### src/motor_restart_defs.vh
// Constants for the motor restart inhibition block
`ifndef MOTOR_RESTART_DEFS_VH
`define MOTOR_RESTART_DEFS_VH

// Register word offsets (byte addresses, one 32-bit word each)
`define REG_MAX_STARTS      8'h00
`define REG_MIN_INTERVAL    8'h04
`define REG_NOM_CURRENT     8'h08
`define REG_START_THRESHOLD 8'h0c
`define REG_STATUS          8'h10
`define REG_IVL_REMAIN      8'h14
`define REG_LOCK_REMAIN     8'h18
`define REG_ALARM_REMAIN    8'h1c

// Status register field positions
`define ST_INHIBIT          0
`define ST_ALARM            1
`define ST_RUNNING          2
`define ST_LOCK             3
`define ST_IVL              4
`define ST_COUNT_LSB        8

// Setting limits and reset values
`define MAX_STARTS_MIN      5'h01
`define MAX_STARTS_MAX      5'h14
`define MAX_STARTS_RST      5'h03
`define MIN_IVL_MAX         10'h3e8
`define MIN_IVL_RST         10'h000
`define NOM_CURRENT_RST     16'h0400
`define START_THR_RST       16'h0800

// Timing: one tick is a tenth of a minute
`define TENTH_MIN_MS        6000
`define CLK_KHZ             100000
`define TENTH_MIN_CYCLES    (`TENTH_MIN_MS * `CLK_KHZ)
`define HOUR_TENTHS         10'h258
`define DEF_ELAPSED_MIN     120

`endif

### src/motor_restart_inhibit.v
// Motor restart inhibition: start detection, start counting, alarm and inhibit
// Functional notes
// - Start when current rises from below ten percent
// - Stopped when current falls below ten percent
// - Alarm at second-last start until limit or hour
// - Inhibit for minimum interval after each start
// - Inhibit one hour once hourly limit reached
// - Power-up elapsed default: 120 frees, 0 loads MIN_IVL_RST (zero), so also frees
// - Interval in tenth-minute steps; zero disables it
// - Exactly one parameter set, no groups
`include "motor_restart_defs.vh"

module motor_restart_inhibit #(
    parameter        CUR_W         = 16,
    parameter        MAX_SLOTS     = 20,
    parameter [31:0] TICK_CYCLES   = `TENTH_MIN_CYCLES,
    parameter        DEF_ELAPSED   = `DEF_ELAPSED_MIN
) (
    input  wire        clk_i,
    input  wire        rst_i,
    input  wire [15:0] current_i,
    input  wire [7:0]  addr_i,
    input  wire [31:0] wdata_i,
    input  wire        we_i,
    input  wire        re_i,
    output reg  [31:0] rdata_o,
    output wire        start_inhibit_o,
    output reg         restart_alarm_o,
    output reg         motor_running_o,
    output reg         motor_start_o
);

    // Clamp the starts-per-hour setting into one to twenty
    function [4:0] clamp_starts;
        input [31:0] v;
        begin
            if (v[31:0] < {27'h0, `MAX_STARTS_MIN}) begin
                clamp_starts = `MAX_STARTS_MIN;
            end else if (v[31:0] > {27'h0, `MAX_STARTS_MAX}) begin
                clamp_starts = `MAX_STARTS_MAX;
            end else begin
                clamp_starts = v[4:0];
            end
        end
    endfunction

    // Clamp the minimum interval setting to its top value
    function [9:0] clamp_ivl;
        input [31:0] v;
        begin
            if (v[31:0] > {22'h0, `MIN_IVL_MAX}) begin
                clamp_ivl = `MIN_IVL_MAX;
            end else begin
                clamp_ivl = v[9:0];
            end
        end
    endfunction

    // Settings: a single set, no alternate groups
    reg  [4:0]       max_starts;
    reg  [9:0]       min_interval;
    reg  [15:0]      nom_current;
    reg  [15:0]      start_detect_threshold;

    // Motor state and timers
    reg              seen_low;
    reg  [9:0]       ivl_timer;
    reg  [9:0]       lock_timer;
    reg  [9:0]       alarm_timer;
    reg  [31:0]      div_cnt;
    reg  [9:0]       slot_age [0:MAX_SLOTS-1];
    reg  [MAX_SLOTS-1:0] slot_used;

    // Combinational helpers
    reg  [4:0]       start_cnt;
    reg  [4:0]       free_idx;
    reg              free_found;
    wire             tick;
    wire             below_tenth;
    wire             above_start;
    wire             start_ev;
    wire [4:0]       cnt_after;
    wire [19:0]      cur_x10;
    integer          i;
    integer          j;
    integer          k;

    assign tick = (div_cnt == TICK_CYCLES - 32'h1);

    // Ten times the current against nominal gives the ten percent test
    assign cur_x10     = {1'b0, current_i, 3'b000} + {3'b000, current_i, 1'b0};
    assign below_tenth = (cur_x10 < {4'h0, nom_current});
    assign above_start = (current_i > start_detect_threshold);

    // A start needs a prior low period, then current above threshold
    assign start_ev  = seen_low & above_start;
    assign cnt_after = start_cnt + 5'h01;

    // Inhibit while either the interval or the hourly lock runs
    assign start_inhibit_o = (ivl_timer != 10'h000) | (lock_timer != 10'h000);

    // Number of starts still remembered within the last hour
    always @* begin
        start_cnt = 5'h00;
        for (j = 0; j < MAX_SLOTS; j = j + 1) begin
            start_cnt = start_cnt + {4'h0, slot_used[j]};
        end
    end

    // Lowest free slot for recording a new start
    always @* begin
        free_found = 1'b0;
        free_idx   = 5'h00;
        for (k = MAX_SLOTS - 1; k >= 0; k = k - 1) begin
            if (!slot_used[k]) begin
                free_found = 1'b1;
                free_idx   = k[4:0];
            end
        end
    end

    // Tenth-minute timebase divider
    always @(posedge clk_i) begin
        if (rst_i || tick) begin
            div_cnt <= 32'h0;
        end else begin
            div_cnt <= div_cnt + 32'h1;
        end
    end

    // Settings written by software; start limit and interval clamped to their ranges
    always @(posedge clk_i) begin
        if (rst_i) begin
            max_starts             <= `MAX_STARTS_RST;
            min_interval           <= `MIN_IVL_RST;
            nom_current            <= `NOM_CURRENT_RST;
            start_detect_threshold <= `START_THR_RST;
        end else if (we_i) begin
            if (addr_i == `REG_MAX_STARTS) begin
                max_starts <= clamp_starts(wdata_i);
            end else if (addr_i == `REG_MIN_INTERVAL) begin
                min_interval <= clamp_ivl(wdata_i);
            end else if (addr_i == `REG_NOM_CURRENT) begin
                nom_current <= wdata_i[15:0];
            end else if (addr_i == `REG_START_THRESHOLD) begin
                start_detect_threshold <= wdata_i[15:0];
            end
        end
    end

    // Running/stopped tracking from the measured current
    always @(posedge clk_i) begin
        if (rst_i) begin
            seen_low        <= 1'b0;
            motor_running_o <= 1'b0;
            motor_start_o   <= 1'b0;
        end else begin
            motor_start_o <= start_ev;
            if (start_ev) begin
                seen_low        <= 1'b0;
                motor_running_o <= 1'b1;
            end else if (below_tenth) begin
                seen_low        <= 1'b1;
                motor_running_o <= 1'b0;
            end
        end
    end

    // Start history: each slot ages and is dropped after one hour
    always @(posedge clk_i) begin
        if (rst_i) begin
            slot_used <= {MAX_SLOTS{1'b0}};
            for (i = 0; i < MAX_SLOTS; i = i + 1) begin
                slot_age[i] <= 10'h000;
            end
        end else begin
            for (i = 0; i < MAX_SLOTS; i = i + 1) begin
                if (start_ev && free_found && free_idx == i[4:0]) begin
                    slot_used[i] <= 1'b1;
                    slot_age[i]  <= 10'h000;
                end else if (tick && slot_used[i]) begin
                    if (slot_age[i] == `HOUR_TENTHS - 10'h001) begin
                        slot_used[i] <= 1'b0;
                    end else begin
                        slot_age[i] <= slot_age[i] + 10'h001;
                    end
                end
            end
        end
    end

    // Minimum interval timer; power-up load follows the elapsed default
    always @(posedge clk_i) begin
        if (rst_i) begin
            if (DEF_ELAPSED == 0) begin
                ivl_timer <= `MIN_IVL_RST;
            end else begin
                ivl_timer <= 10'h000;
            end
        end else if (start_ev) begin
            ivl_timer <= min_interval;
        end else if (tick && ivl_timer != 10'h000) begin
            ivl_timer <= ivl_timer - 10'h001;
        end
    end

    // Hourly lock once the start count reaches the limit
    always @(posedge clk_i) begin
        if (rst_i) begin
            lock_timer <= 10'h000;
        end else if (start_ev && cnt_after >= max_starts) begin
            lock_timer <= `HOUR_TENTHS;
        end else if (tick && lock_timer != 10'h000) begin
            lock_timer <= lock_timer - 10'h001;
        end
    end

    // Alarm from the second-last start until limit or one hour
    always @(posedge clk_i) begin
        if (rst_i) begin
            restart_alarm_o <= 1'b0;
            alarm_timer     <= 10'h000;
        end else if (start_ev && max_starts > 5'h01 &&
                     cnt_after == max_starts - 5'h01) begin
            restart_alarm_o <= 1'b1;
            alarm_timer     <= `HOUR_TENTHS;
        end else if (restart_alarm_o) begin
            if (start_cnt >= max_starts ||
                (start_ev && cnt_after >= max_starts)) begin
                restart_alarm_o <= 1'b0;
                alarm_timer     <= 10'h000;
            end else if (tick) begin
                if (alarm_timer == 10'h001) begin
                    restart_alarm_o <= 1'b0;
                end
                alarm_timer <= alarm_timer - 10'h001;
            end
        end
    end

    // Read port: data stand in the cycle after the read strobe
    always @(posedge clk_i) begin
        if (rst_i) begin
            rdata_o <= 32'h0;
        end else if (re_i) begin
            if (addr_i == `REG_MAX_STARTS) begin
                rdata_o <= {27'h0, max_starts};
            end else if (addr_i == `REG_MIN_INTERVAL) begin
                rdata_o <= {22'h0, min_interval};
            end else if (addr_i == `REG_NOM_CURRENT) begin
                rdata_o <= {16'h0, nom_current};
            end else if (addr_i == `REG_START_THRESHOLD) begin
                rdata_o <= {16'h0, start_detect_threshold};
            end else if (addr_i == `REG_STATUS) begin
                rdata_o <= 32'h0;
                rdata_o[`ST_INHIBIT] <= start_inhibit_o;
                rdata_o[`ST_ALARM]   <= restart_alarm_o;
                rdata_o[`ST_RUNNING] <= motor_running_o;
                rdata_o[`ST_LOCK]    <= (lock_timer != 10'h000);
                rdata_o[`ST_IVL]     <= (ivl_timer != 10'h000);
                rdata_o[`ST_COUNT_LSB+4:`ST_COUNT_LSB] <= start_cnt;
            end else if (addr_i == `REG_IVL_REMAIN) begin
                rdata_o <= {22'h0, ivl_timer};
            end else if (addr_i == `REG_LOCK_REMAIN) begin
                rdata_o <= {22'h0, lock_timer};
            end else if (addr_i == `REG_ALARM_REMAIN) begin
                rdata_o <= {22'h0, alarm_timer};
            end else begin
                rdata_o <= 32'h0;
            end
        end else begin
            rdata_o <= 32'h0;
        end
    end

endmodule

### config.mk
export PLATFORM = sky130hd
export DESIGN_NAME = motor_restart_inhibit
export DESIGN_NICKNAME = d
export VERILOG_FILES = /design/src/motor_restart_inhibit.v
export VERILOG_INCLUDE_DIRS = /design/src
export SDC_FILE = /design/constraint.sdc
export NUM_CORES = 1
export LEC_CHECK = 0
export ABC_AREA = 0
export BUFFER_PORTS_ARGS = -buffer_cell sky130_fd_sc_hd__buf_2
export CORE_MARGIN = 2
export CORE_UTILIZATION = 58
export DETAILED_ROUTE_END_ITERATION = 8
export PLACE_DENSITY = 0.76
export SYNTH_ARGS = -nofsm -noshare
export SYNTH_HDL_FRONTEND = slang
export SYNTH_SLANG_ARGS = --single-unit
### constraint.sdc
create_clock -name clk_i -period 16.8 [get_ports clk_i]
set_input_delay 0.84 -clock clk_i [delete_from_list [all_inputs] [get_ports clk_i]]
set_output_delay 0.84 -clock clk_i [all_outputs]
set_load 0.1 [all_outputs]
==> reports/metrics.csv, run 1 <==
stage;metric;value;unit
synth;netlist_area;19600;µm²
worst_setup_path;crit_fanout;7;
floorplan;die_w;188;µm
synth;synthFlopType;edfxtp_1;
cts;clk_path_buf_depth;3;
synth;yosys_warnings;0;
floorplan;core_area;33400;µm²
outcome;outcome;finished clean;
floorplan;die_area;35200;µm²
pwr;leakage;7.73;nW
cts;cts.sinks;349;
global_route;grt_overflow;0;
worst_setup_path;startpoint_type;flip-flop;
worst_setup_path;crit_arrival;6.68;ns
cts;post_cts_buffers;0;
cts;cts_root_buf;clkbuf_16;
worst_setup_path;path_common_cell;fa_1;
routing;route.final.wire_length;42600;µm
timing;setup_slack;10.58;ns
worst_setup_path;crit_path_top_delay_cell;fa_1;
timing;drv_slew;0;
global_route;grt_pass1_vias;14800;
routing;via_count;15200;
timing;max_clock_freq;0.161;GHz
cts;cts_inserted_buffers;39;
placement;io_buffer_count;79;
routing;firstDrtPassIters;5;
floorplan;design.portCount;96;
cts;ctsHoldBuffers;0;
worst_setup_path;max_stage_delay;0.55;ns
min_path;min_path_type;flip-flop to flip-flop;
timing;hold_viol;0;
job;drv_cap;0;
floorplan;initial_core_util;58.7;%
worst_setup_path;cp-end-kind;flip-flop;
timing;slew_headroom;19.2;%
synth;synthCells;2081;
timing;rsz0062_at_grt;false;
finish;antenna_cells;0;
routing;drt.antenna.violating_nets;0;
synth;synth_area_per_cell;9.41;µm²
cts;cts_htree_levels;2;
synth;ys_ff_latch;349;
routing;wire_per_inst;16.3;µm
worst_setup_path;crit_family;adder cells;
finish;area_delta_synth_final;9.87;%
timing;period_needed;6.22;ns
synth;async_flop_share;0;%
timing;tightestPinTransition;1.21;ns
worst_setup_path;path_class;flip-flop to flip-flop;
global_route;grt_util_all_layers;24.2;%
placement;hpwl;30700;µm
timing;skew;0.0134;ns
floorplan;row_count;67;
worst_setup_path;required;17.26;ns
finish;fin_nets;2307;
routing;drc;0;
synth;synth-edff-count;200;
finish;drive_above_1_share;8.15;%
pwr;power;1.94;mW
worst_setup_path;crit_chain;inv_1 > fa_1 > fa_1 > inv_1 > fa_1 > fa_1 > inv_1 > fa_1 > inv_1 > ha_1 > a21o_1 > a21oi_2 > xor2_2 > nand3_2 > xnor2_1 > ha_1 > nand2_1 > a21oi_1 > o21ai_0 > o21ai_1 > nand3_1 > or3_1 > a21oi_1;
timing;setup-violations-final;0;
cts;path_clk_slew;0.06;ns
synth;yosysUniqueCellTypes;82;
cts;clock_latency;0.53;ns
global_route;antenna_found_initial;0;
floorplan;die_y;188;µm
timing;fin_crit_sh;37.0;%
routing;drt-vias-per-instance;5.80;
pwr;vdd_drop_max;0.0000748;V
placement;dp_slack;10.60;ns
placement;place_congestion;0.933;
timing;fin_tns_setup;0;ns
pwr;powerDensity;90.4;nW/µm²
cts;ctsResizeCount;0;
global_route;grt_max_degree;64;
routing;drt-initial-drc-count;1073;
cts;cts_tree;done;
synth;seq_area_frac_synth;45.9;%
global_route;grt_pass1_wl;71600;µm
worst_setup_path;cp_num_buf_inv;4;
## sequential cells by signal (all words and copies together) (netlist names)
signal                  cells
ivl_timer                  10
lock_timer                 10
seen_low                    1
alarm_timer                10
rdata_o                    16
slot_age                  200
motor_running_o             1
max_starts                  5
motor_start_o               1
restart_alarm_o             1
div_cnt                    32
start_detect_threshold     16
slot_used                  20
nom_current                16
min_interval               10
## per-layer routing
layer	share of wire (%)	track usage (%)
met2	47	40.4
met3	5.8	3.65
met5	0	0
met1	44	32.2
met4	3.0	8.81
## worst paths after layout
kind	start	endpoint	slack, ns	cells past startpoint
worst max register to register	slot_used[3]	alarm_timer[8]	10.58	23
worst min-delay path	seen_low	seen_low	0.46	2
worst min register to register	seen_low	seen_low	0.46	2
worst max-delay path	slot_used[3]	alarm_timer[8]	10.58	23
## power breakdown
group          total (mW)  internal [mW]  switching [mW]
Sequential          0.953          0.928          0.0254
Clock               0.845          0.507           0.338
Combinational       0.147         0.0520          0.0949
Total                1.94           1.49           0.458
## cell usage after synthesis, types with 21 or more instances
master | number | area share, %
nor4_1 | 22 | 0.70
ha_1 | 90 | 5.8
nand4_1 | 28 | 0.89
and3_1 | 54 | 1.7
a22oi_1 | 28 | 1.1
nand2_1 | 160 | 3.1
edfxtp_1 | 200 | 31
nor3_1 | 30 | 0.77
nand3_1 | 178 | 4.6
nor2_1 | 327 | 6.3
xor2_1 | 133 | 6.0
xnor2_1 | 97 | 4.3
nand3b_1 | 21 | 0.81
o21ai_0 | 49 | 1.3
inv_1 | 118 | 2.3
dfxtp_1 | 149 | 15
clkbuf_1 | 38 | 0.73
a21oi_1 | 107 | 2.7
## metrics by stage
stage | area [µm²] | cells | utilization, % | hold slack [ns]
CTS | 21500 | 2619 | 64.5 | 0.460
floorplan | 19600 | 2096 | - | 0.426
finish | 21500 | 2619 | 64.5 | 0.462
global placement | 20200 | 2549 | 60.7 | 0.442
global route | 21500 | 2619 | 64.5 | 0.481
detailed placement | 20200 | 2549 | 60.7 | 0.452
## cell type report
class	count	area (µm²)
clock buffer	54	1150
clock inverter	16	128
fill	2789	11900
inverter	118	443
multi-input combinational	1551	9820
sequential	349	8990
tap	448	561
timing repair buffer	83	428
## cell usage in the layout (no fill, tap or decap), types with 42 or more instances in the layout
cell / n
xnor2_1: 97
clkbuf_16: 42
and3_1: 54
a21oi_1: 107
buf_2: 78
nand2_1: 160
xor2_1: 133
edfxtp_1: 200
o21ai_0: 49
nor2_1: 325
ha_1: 90
inv_1: 118
dfxtp_1: 149
nand3_1: 178
## worst min-delay path: cells and delay by family (launching register included)
kind | cells | cell delay (ns)
AOI/OAI and AO/OA | 1 | 0.05
DFF | 1 | 0.31
and+or+nand+nor | 1 | 0.05
## cell families (layout without fill, tap and decap cells)
family,Yosys count,in the layout,share of synthesized area (%)
simple gates,925,925,23.2
flops,349,349,45.9
compound gates,270,270,8.61
xor+xnor,234,234,10.7
buf+inv,196,271,4.26
fa+ha+maj,105,105,7.29
other cells,1,16,0.0192
mux,1,1,0.0511
Power figures use the tool's default switching activity.
==> run 2: changes to the inputs <==
==> constraint.sdc (replaced) <==
create_clock -name clk_i -period 5.9 [get_ports clk_i]
set_input_delay 0.295 -clock clk_i [delete_from_list [all_inputs] [get_ports clk_i]]
set_output_delay 0.295 -clock clk_i [all_outputs]
set_load 0.1 [all_outputs]
==> reports/metrics.csv, run 2 (synthesized netlist as in run 1, its figures left out) <==
stage;metric;value;unit
routing;via_count;15400;
pwr;leakage;7.78;nW
global_route;grt.met1_usage;32.8;%
placement;placedCellCount;2562;
finish;layout_commonest_cell;nor2_1;
floorplan;design.portCount;96;
placement;place_area;20300;µm²
worst_setup_path;path_class;flip-flop to flip-flop;
cts;cts_tree;done;
outcome;outcome;finished clean;
routing;drt.antenna.violating_nets;0;
worst_setup_path;crit_path_end;alarm_timer[1];
global_route;grt_overflow;0;
placement;place_congestion;0.929;
worst_setup_path;worstReg2RegStart;slot_used[9];
cts;clk_path_buf_depth;3;
timing;period_needed;5.67;ns
finish;reg.largest.list;slot_age x200, div_cnt x32, slot_used x20;
finish;antenna_cells;0;
routing;route.final.wire_length;43900;µm
pwr;vdd_drop_max;0.000225;V
timing;max_clock_freq;0.176;GHz
timing;skew;0.0166;ns
timing;slew_headroom;25.4;%
floorplan;initial_core_util;58.7;%
worst_setup_path;r2r_setup_slack;0.23;ns
finish;stdcell_count;2639;
floorplan;core_area;33400;µm²
finish;largest_register_ffs;200;
routing;drt-initial-drc-count;1019;
finish;stdcell_area;21600;µm²
worst_setup_path;required;6.34;ns
cts;cts_htree_levels;2;
global_route;grt_pass1_wl;72400;µm
worst_setup_path;cp-startpoint;slot_used[9];
timing;rsz0062_at_grt;true;
cts;cts_inserted_buffers;39;
timing;holdWs;0.0346;ns
finish;final_cell_mix;nor2_1 (325), edfxtp_1 (200), nand3_1 (177);
cts;cts.sinks;349;
worst_setup_path;cp-end-kind;flip-flop;
pwr;powerDensity;250;nW/µm²
floorplan;row_count;67;
finish;area_delta_synth_final;10.5;%
cts;ctsHoldBuffers;0;
worst_setup_path;crit_arrival;6.12;ns
finish;largest_register;slot_age;
cts;clock_latency;0.54;ns
routing;drc;0;
worst_setup_path;startpoint_type;flip-flop;
global_route;use_met3;3.14;%
worst_setup_path;ff2ff_path_depth;22;
worst_setup_path;timing.rr.end;alarm_timer[1];
placement;hpwl;31600;µm
cts;cts_root_buf;clkbuf_16;
min_path;min_path_type;primary input to flip-flop;
timing;fin_crit_sh;96.2;%
global_route;grt_pass1_vias;14900;
timing;tightestPinTransition;1.12;ns
global_route;grtUsageMet2;41.8;%
timing;drv_slew;0;
global_route;grt_busiest_layer;met2;
routing;drt-vias-per-instance;5.82;
floorplan;die_w;188;µm
timing;hold_viol;0;
finish;fin_nets;2325;
routing;wire_per_inst;16.6;µm
global_route;grt_util_all_layers;24.5;%
timing;fin_tns_setup;0;ns
job;drv_cap;0;
routing;firstDrtPassIters;5;
timing;setup-violations-final;0;
cts;path_clk_slew;0.06;ns
global_route;grt_max_degree;62;
worst_setup_path;crit_fanout;6;
floorplan;die_area;35200;µm²
placement;io_buffer_count;79;
finish;drive_above_1_share;9.36;%
global_route;antenna_found_initial;0;
floorplan;die_y;188;µm
run 2: cell count changes in the layout (fill, tap and decap cells not counted), sizes merged:
cell	previous run	this run
clkinv	12	9
clkinvlp	1	3
bufinv	2	0
clkbuf	54	57
buf	83	101
inv	119	121
run 2: worst max-delay path, stage by stage (launching register included):
cell and delay [ns]:
dfxtp_1 0.33, inv_1 0.07, fa_1 0.50, fa_1 0.41, inv_1 0.09, fa_1 0.44, fa_1 0.55, inv_1 0.05
fa_1 0.54, inv_1 0.08, ha_1 0.29, a21o_1 0.17, a21oi_2 0.16, xor2_2 0.23, nand3_4 0.12, xnor2_2 0.14
ha_1 0.30, a21o_1 0.20, o21ai_2 0.21, o21ai_1 0.12, a21o_1 0.23, nand2b_4 0.18, a211oi_2 0.18
run 2: repair_timing:
action	CTS	global route
pin swaps	1	15
resized for setup	3	16
setup buffers	2	3
setup endpoints to repair	6	11
run 2: cell type report:
class	instances	area [µm²]
Clock buffer	57	1090
Clock inverter	15	90.1
Fill cell	2758	11700
Inverter	118	443
Multi-Input combinational cell	1551	9890
Sequential cell	349	8990
Tap cell	448	561
Timing Repair Buffer	101	567
run 2: how the worst min path moves through the flow:
stage / startpoint / to / cells after the start
after floorplan: wdata_i[10] / nom_current[10] / 2
after global placement: div_cnt[0] / div_cnt[0] / 1
after detailed placement: div_cnt[0] / div_cnt[0] / 1
after CTS: wdata_i[14] / nom_current[14] / 3
after global routing: wdata_i[12] / nom_current[12] / 3
final: wdata_i[14] / nom_current[14] / 3
run 2: layer usage:
metal  up-vias  share of wire [%]
li1       7429                  -
met1      7329                 44
met2       507                 48
met3        98                5.7
met4         0                2.4
met5         -                  0
run 2: where the power goes:
group,switching (mW),internal [mW]
Sequential,0.0726,2.64
Combinational,0.273,0.149
Clock,0.984,1.29
run 2: metrics by stage:
stage	utilization (%)	total power, mW	setup WS (ns)
after floorplan	-	3.07	0.219
after global placement	60.9	3.16	0.0971
after detailed placement	60.9	3.18	-0.0923
after CTS	64.6	5.43	0.0354
after global routing	64.8	5.59	-0.0875
final	64.8	5.41	0.226
==> run 3: changes to the inputs <==
--- a/config.mk
+++ b/config.mk
@@ -6,7 +6,7 @@
 export SDC_FILE = /design/constraint.sdc
 export NUM_CORES = 1
 export LEC_CHECK = 0
-export ABC_AREA = 0
+export ABC_AREA = 1
 export BUFFER_PORTS_ARGS = -buffer_cell sky130_fd_sc_hd__buf_2
 export CORE_MARGIN = 2
 export CORE_UTILIZATION = 58
==> reports/metrics.csv, run 3 <==
stage;metric;value;unit
outcome;outcome;finished clean;
synth;ys_ff_latch;349;
finish;layout_commonest_cell;nor2_1;
routing;drt.antenna.violating_nets;0;
pwr;p_sw;1.33;mW
timing;setup-violations-final;0;
worst_setup_path;crit_fanout;6;
placement;dp_slack;0.107;ns
global_route;grt_pass1_vias;16000;
placement;place_congestion;0.939;
pwr;vdd_drop_max;0.000271;V
global_route;grt_pass1_wl;75200;µm
cts;path_clk_slew;0.06;ns
cts;cts_root_buf;clkbuf_16;
worst_setup_path;startpoint_type;flip-flop;
floorplan;row_count;68;
finish;reg.largest.list;slot_age x200, div_cnt x32, slot_used x20;
cts;clk_path_buf_depth;3;
cts;cts.sinks;349;
routing;firstDrtPassIters;5;
finish;post-route-util;65.1;%
floorplan;initial_core_util;58.6;%
floorplan;die_area;36100;µm²
synth;synth-edff-count;200;
worst_setup_path;cp-end-kind;flip-flop;
timing;hold_viol;0;
worst_setup_path;required;6.35;ns
pwr;swShare;23.8;%
timing;period_needed;5.68;ns
pwr;leakage;9.06;nW
finish;antenna_cells;0;
synth;synth_area_per_cell;8.25;µm²
timing;slew_headroom;43.4;%
timing;fin_crit_sh;96.3;%
routing;drt-vias-per-instance;5.54;
finish;final_cell_mix;nor2_1 (359), nand2_1 (345), inv_1 (331);
global_route;grt_util_all_layers;25.1;%
finish;largest_register;slot_age;
finish;fill_cells;2838;
synth;yosysUniqueCellTypes;59;
synth;async_flop_share;0;%
cts;cts_tree;done;
pwr;intPower;4.28;mW
timing;max_clock_freq;0.176;GHz
synth;synth.largest_area_cell;edfxtp_1;
placement;io_buffer_count;79;
timing;skew;0.0202;ns
synth;synth_area_leaders;edfxtp_1 (30%), dfxtp_1 (15%), nor2_1 (6.7%);
floorplan;die_y;190;µm
global_route;grt_overflow;0;
routing;via_count;16700;
synth;synthFlopType;edfxtp_1;
timing;setup_slack;0.219;ns
synth;seq_area_frac_synth;44.7;%
finish;drive_above_1_share;8.88;%
routing;route.final.wire_length;45400;µm
timing;drv_slew;0;
min_path;min_path_type;primary input to flip-flop;
synth;yosys-top-cells-count;nor2_1 (359), nand2_1 (349), inv_1 (338), edfxtp_1 (200), a21oi_1 (169);
timing;tightestPinTransition;0.847;ns
worst_setup_path;crit_arrival;6.13;ns
pwr;power_frac_comb;7.6;%
job;drv_cap;0;
pwr;p_clk_share;44.2;%
routing;wire_per_inst;15.1;µm
floorplan;die_w;190;µm
synth;yosys_warnings;0;
routing;drt-initial-drc-count;1199;
finish;area_delta_synth_final;11.2;%
timing;fin_tns_setup;0;ns
global_route;antenna_found_initial;0;
synth;synth_top_area_share;29.9;%
floorplan;core_area;34300;µm²
synth;synthCells;2435;
timing;holdWs;0.0481;ns
finish;fin_nets;2692;
pwr;power;5.62;mW
pwr;seq_power_share;48.2;%
cts;ctsHoldBuffers;0;
floorplan;design.portCount;96;
cts;cts_inserted_buffers;40;
synth;netlist_area;20100;µm²
routing;drc;0;
finish;largest_register_ffs;200;
worst_setup_path;path_class;flip-flop to flip-flop;
synth;yosysMostFrequentCell;nor2_1;
cts;clock_latency;0.53;ns
pwr;powerDensity;252;nW/µm²
cts;cts_htree_levels;2;
placement;hpwl;33400;µm
global_route;grt_max_degree;48;
## run 3: metrics by stage
stage | cells | instance area [µm²]
final | 3012 | 22300
after global routing | 3012 | 22300
after CTS | 3008 | 22200
after detailed placement | 2936 | 20900
after global placement | 2936 | 20900
after floorplan | 2450 | 20100
## run 3: critical path: stages (launching register included)
cell and delay, ns:
dfxtp_2 0.36, inv_2 0.06, fa_1 0.48, fa_1 0.51
fa_1 0.54, fa_1 0.45, fa_1 0.59, inv_2 0.05
ha_4 0.16, fa_2 0.62, inv_1 0.09, nor3_2 0.17
xor2_1 0.24, inv_1 0.08, ha_1 0.29, a21oi_2 0.13
o21bai_1 0.08, nand2_1 0.13, nand3_2 0.12, nand2_4 0.14
buf_4 0.13, nand2_1 0.04, a21oi_1 0.12
## run 3: path summary, 6_finish.rpt
| path | start | end | slack [ns] | cells past startpoint |
|---|---|---|---|---|
| setup reg to reg | slot_used[11] | alarm_timer[9] | 0.22 | 22 |
| hold / removal | wdata_i[11] | start_detect_threshold[11] | 0.05 | 3 |
| hold reg to reg | div_cnt[0] | div_cnt[0] | 0.44 | 1 |
| setup / recovery | slot_used[11] | alarm_timer[9] | 0.22 | 22 |
## run 3: what timing repair did
item | CTS | global route
endpoints found under the setup margin | 0 | 18
resized for setup | 0 | 36
endpoints found under the hold margin | 0 | 0
setup buffers | 0 | 4
## run 3: logic make-up after synthesis
logic type	after synthesis	share of synthesized area [%]
other	1	0.0187
AND/OR/NAND/NOR	1102	24.9
flip-flops	349	44.7
buffers and inverters	408	8.00
XOR/XNOR	137	5.97
AO/OA/AOI/OAI	333	9.26
adder cells (fa/ha/maj)	105	7.10
## run 3: final cells by class
type	count	area [µm²]	share of cell area [%]
multi-input cells	1693	9610	43.0
flip-flops and latches	349	9000	40.3
inverters	350	1320	5.91
clock buffers	59	1160	5.21
well taps	455	569	2.55
repair buffers	93	504	2.26
clock inverters	13	159	0.712
## run 3: power groups by stage
stage / clock [mW] / combinational [mW] / sequential (mW)
2_1_floorplan: 0 / 0.321 / 2.75
3_3_place_gp: 0 / 0.406 / 2.75
3_5_place_dp: 0 / 0.420 / 2.76
4_1_cts: 2.52 / 0.424 / 2.71
5_1_grt: 2.61 / 0.480 / 2.72
6_report: 2.48 / 0.426 / 2.71
## run 3: per-layer routing
metal	global-route usage [%]	vias to the layer above	share of wire, %
met5	0	-	0
met4	8.68	0	2.8
met3	3.28	94	5.4
met2	42.7	503	48
met1	33.0	7758	44
li1	-	8329	-
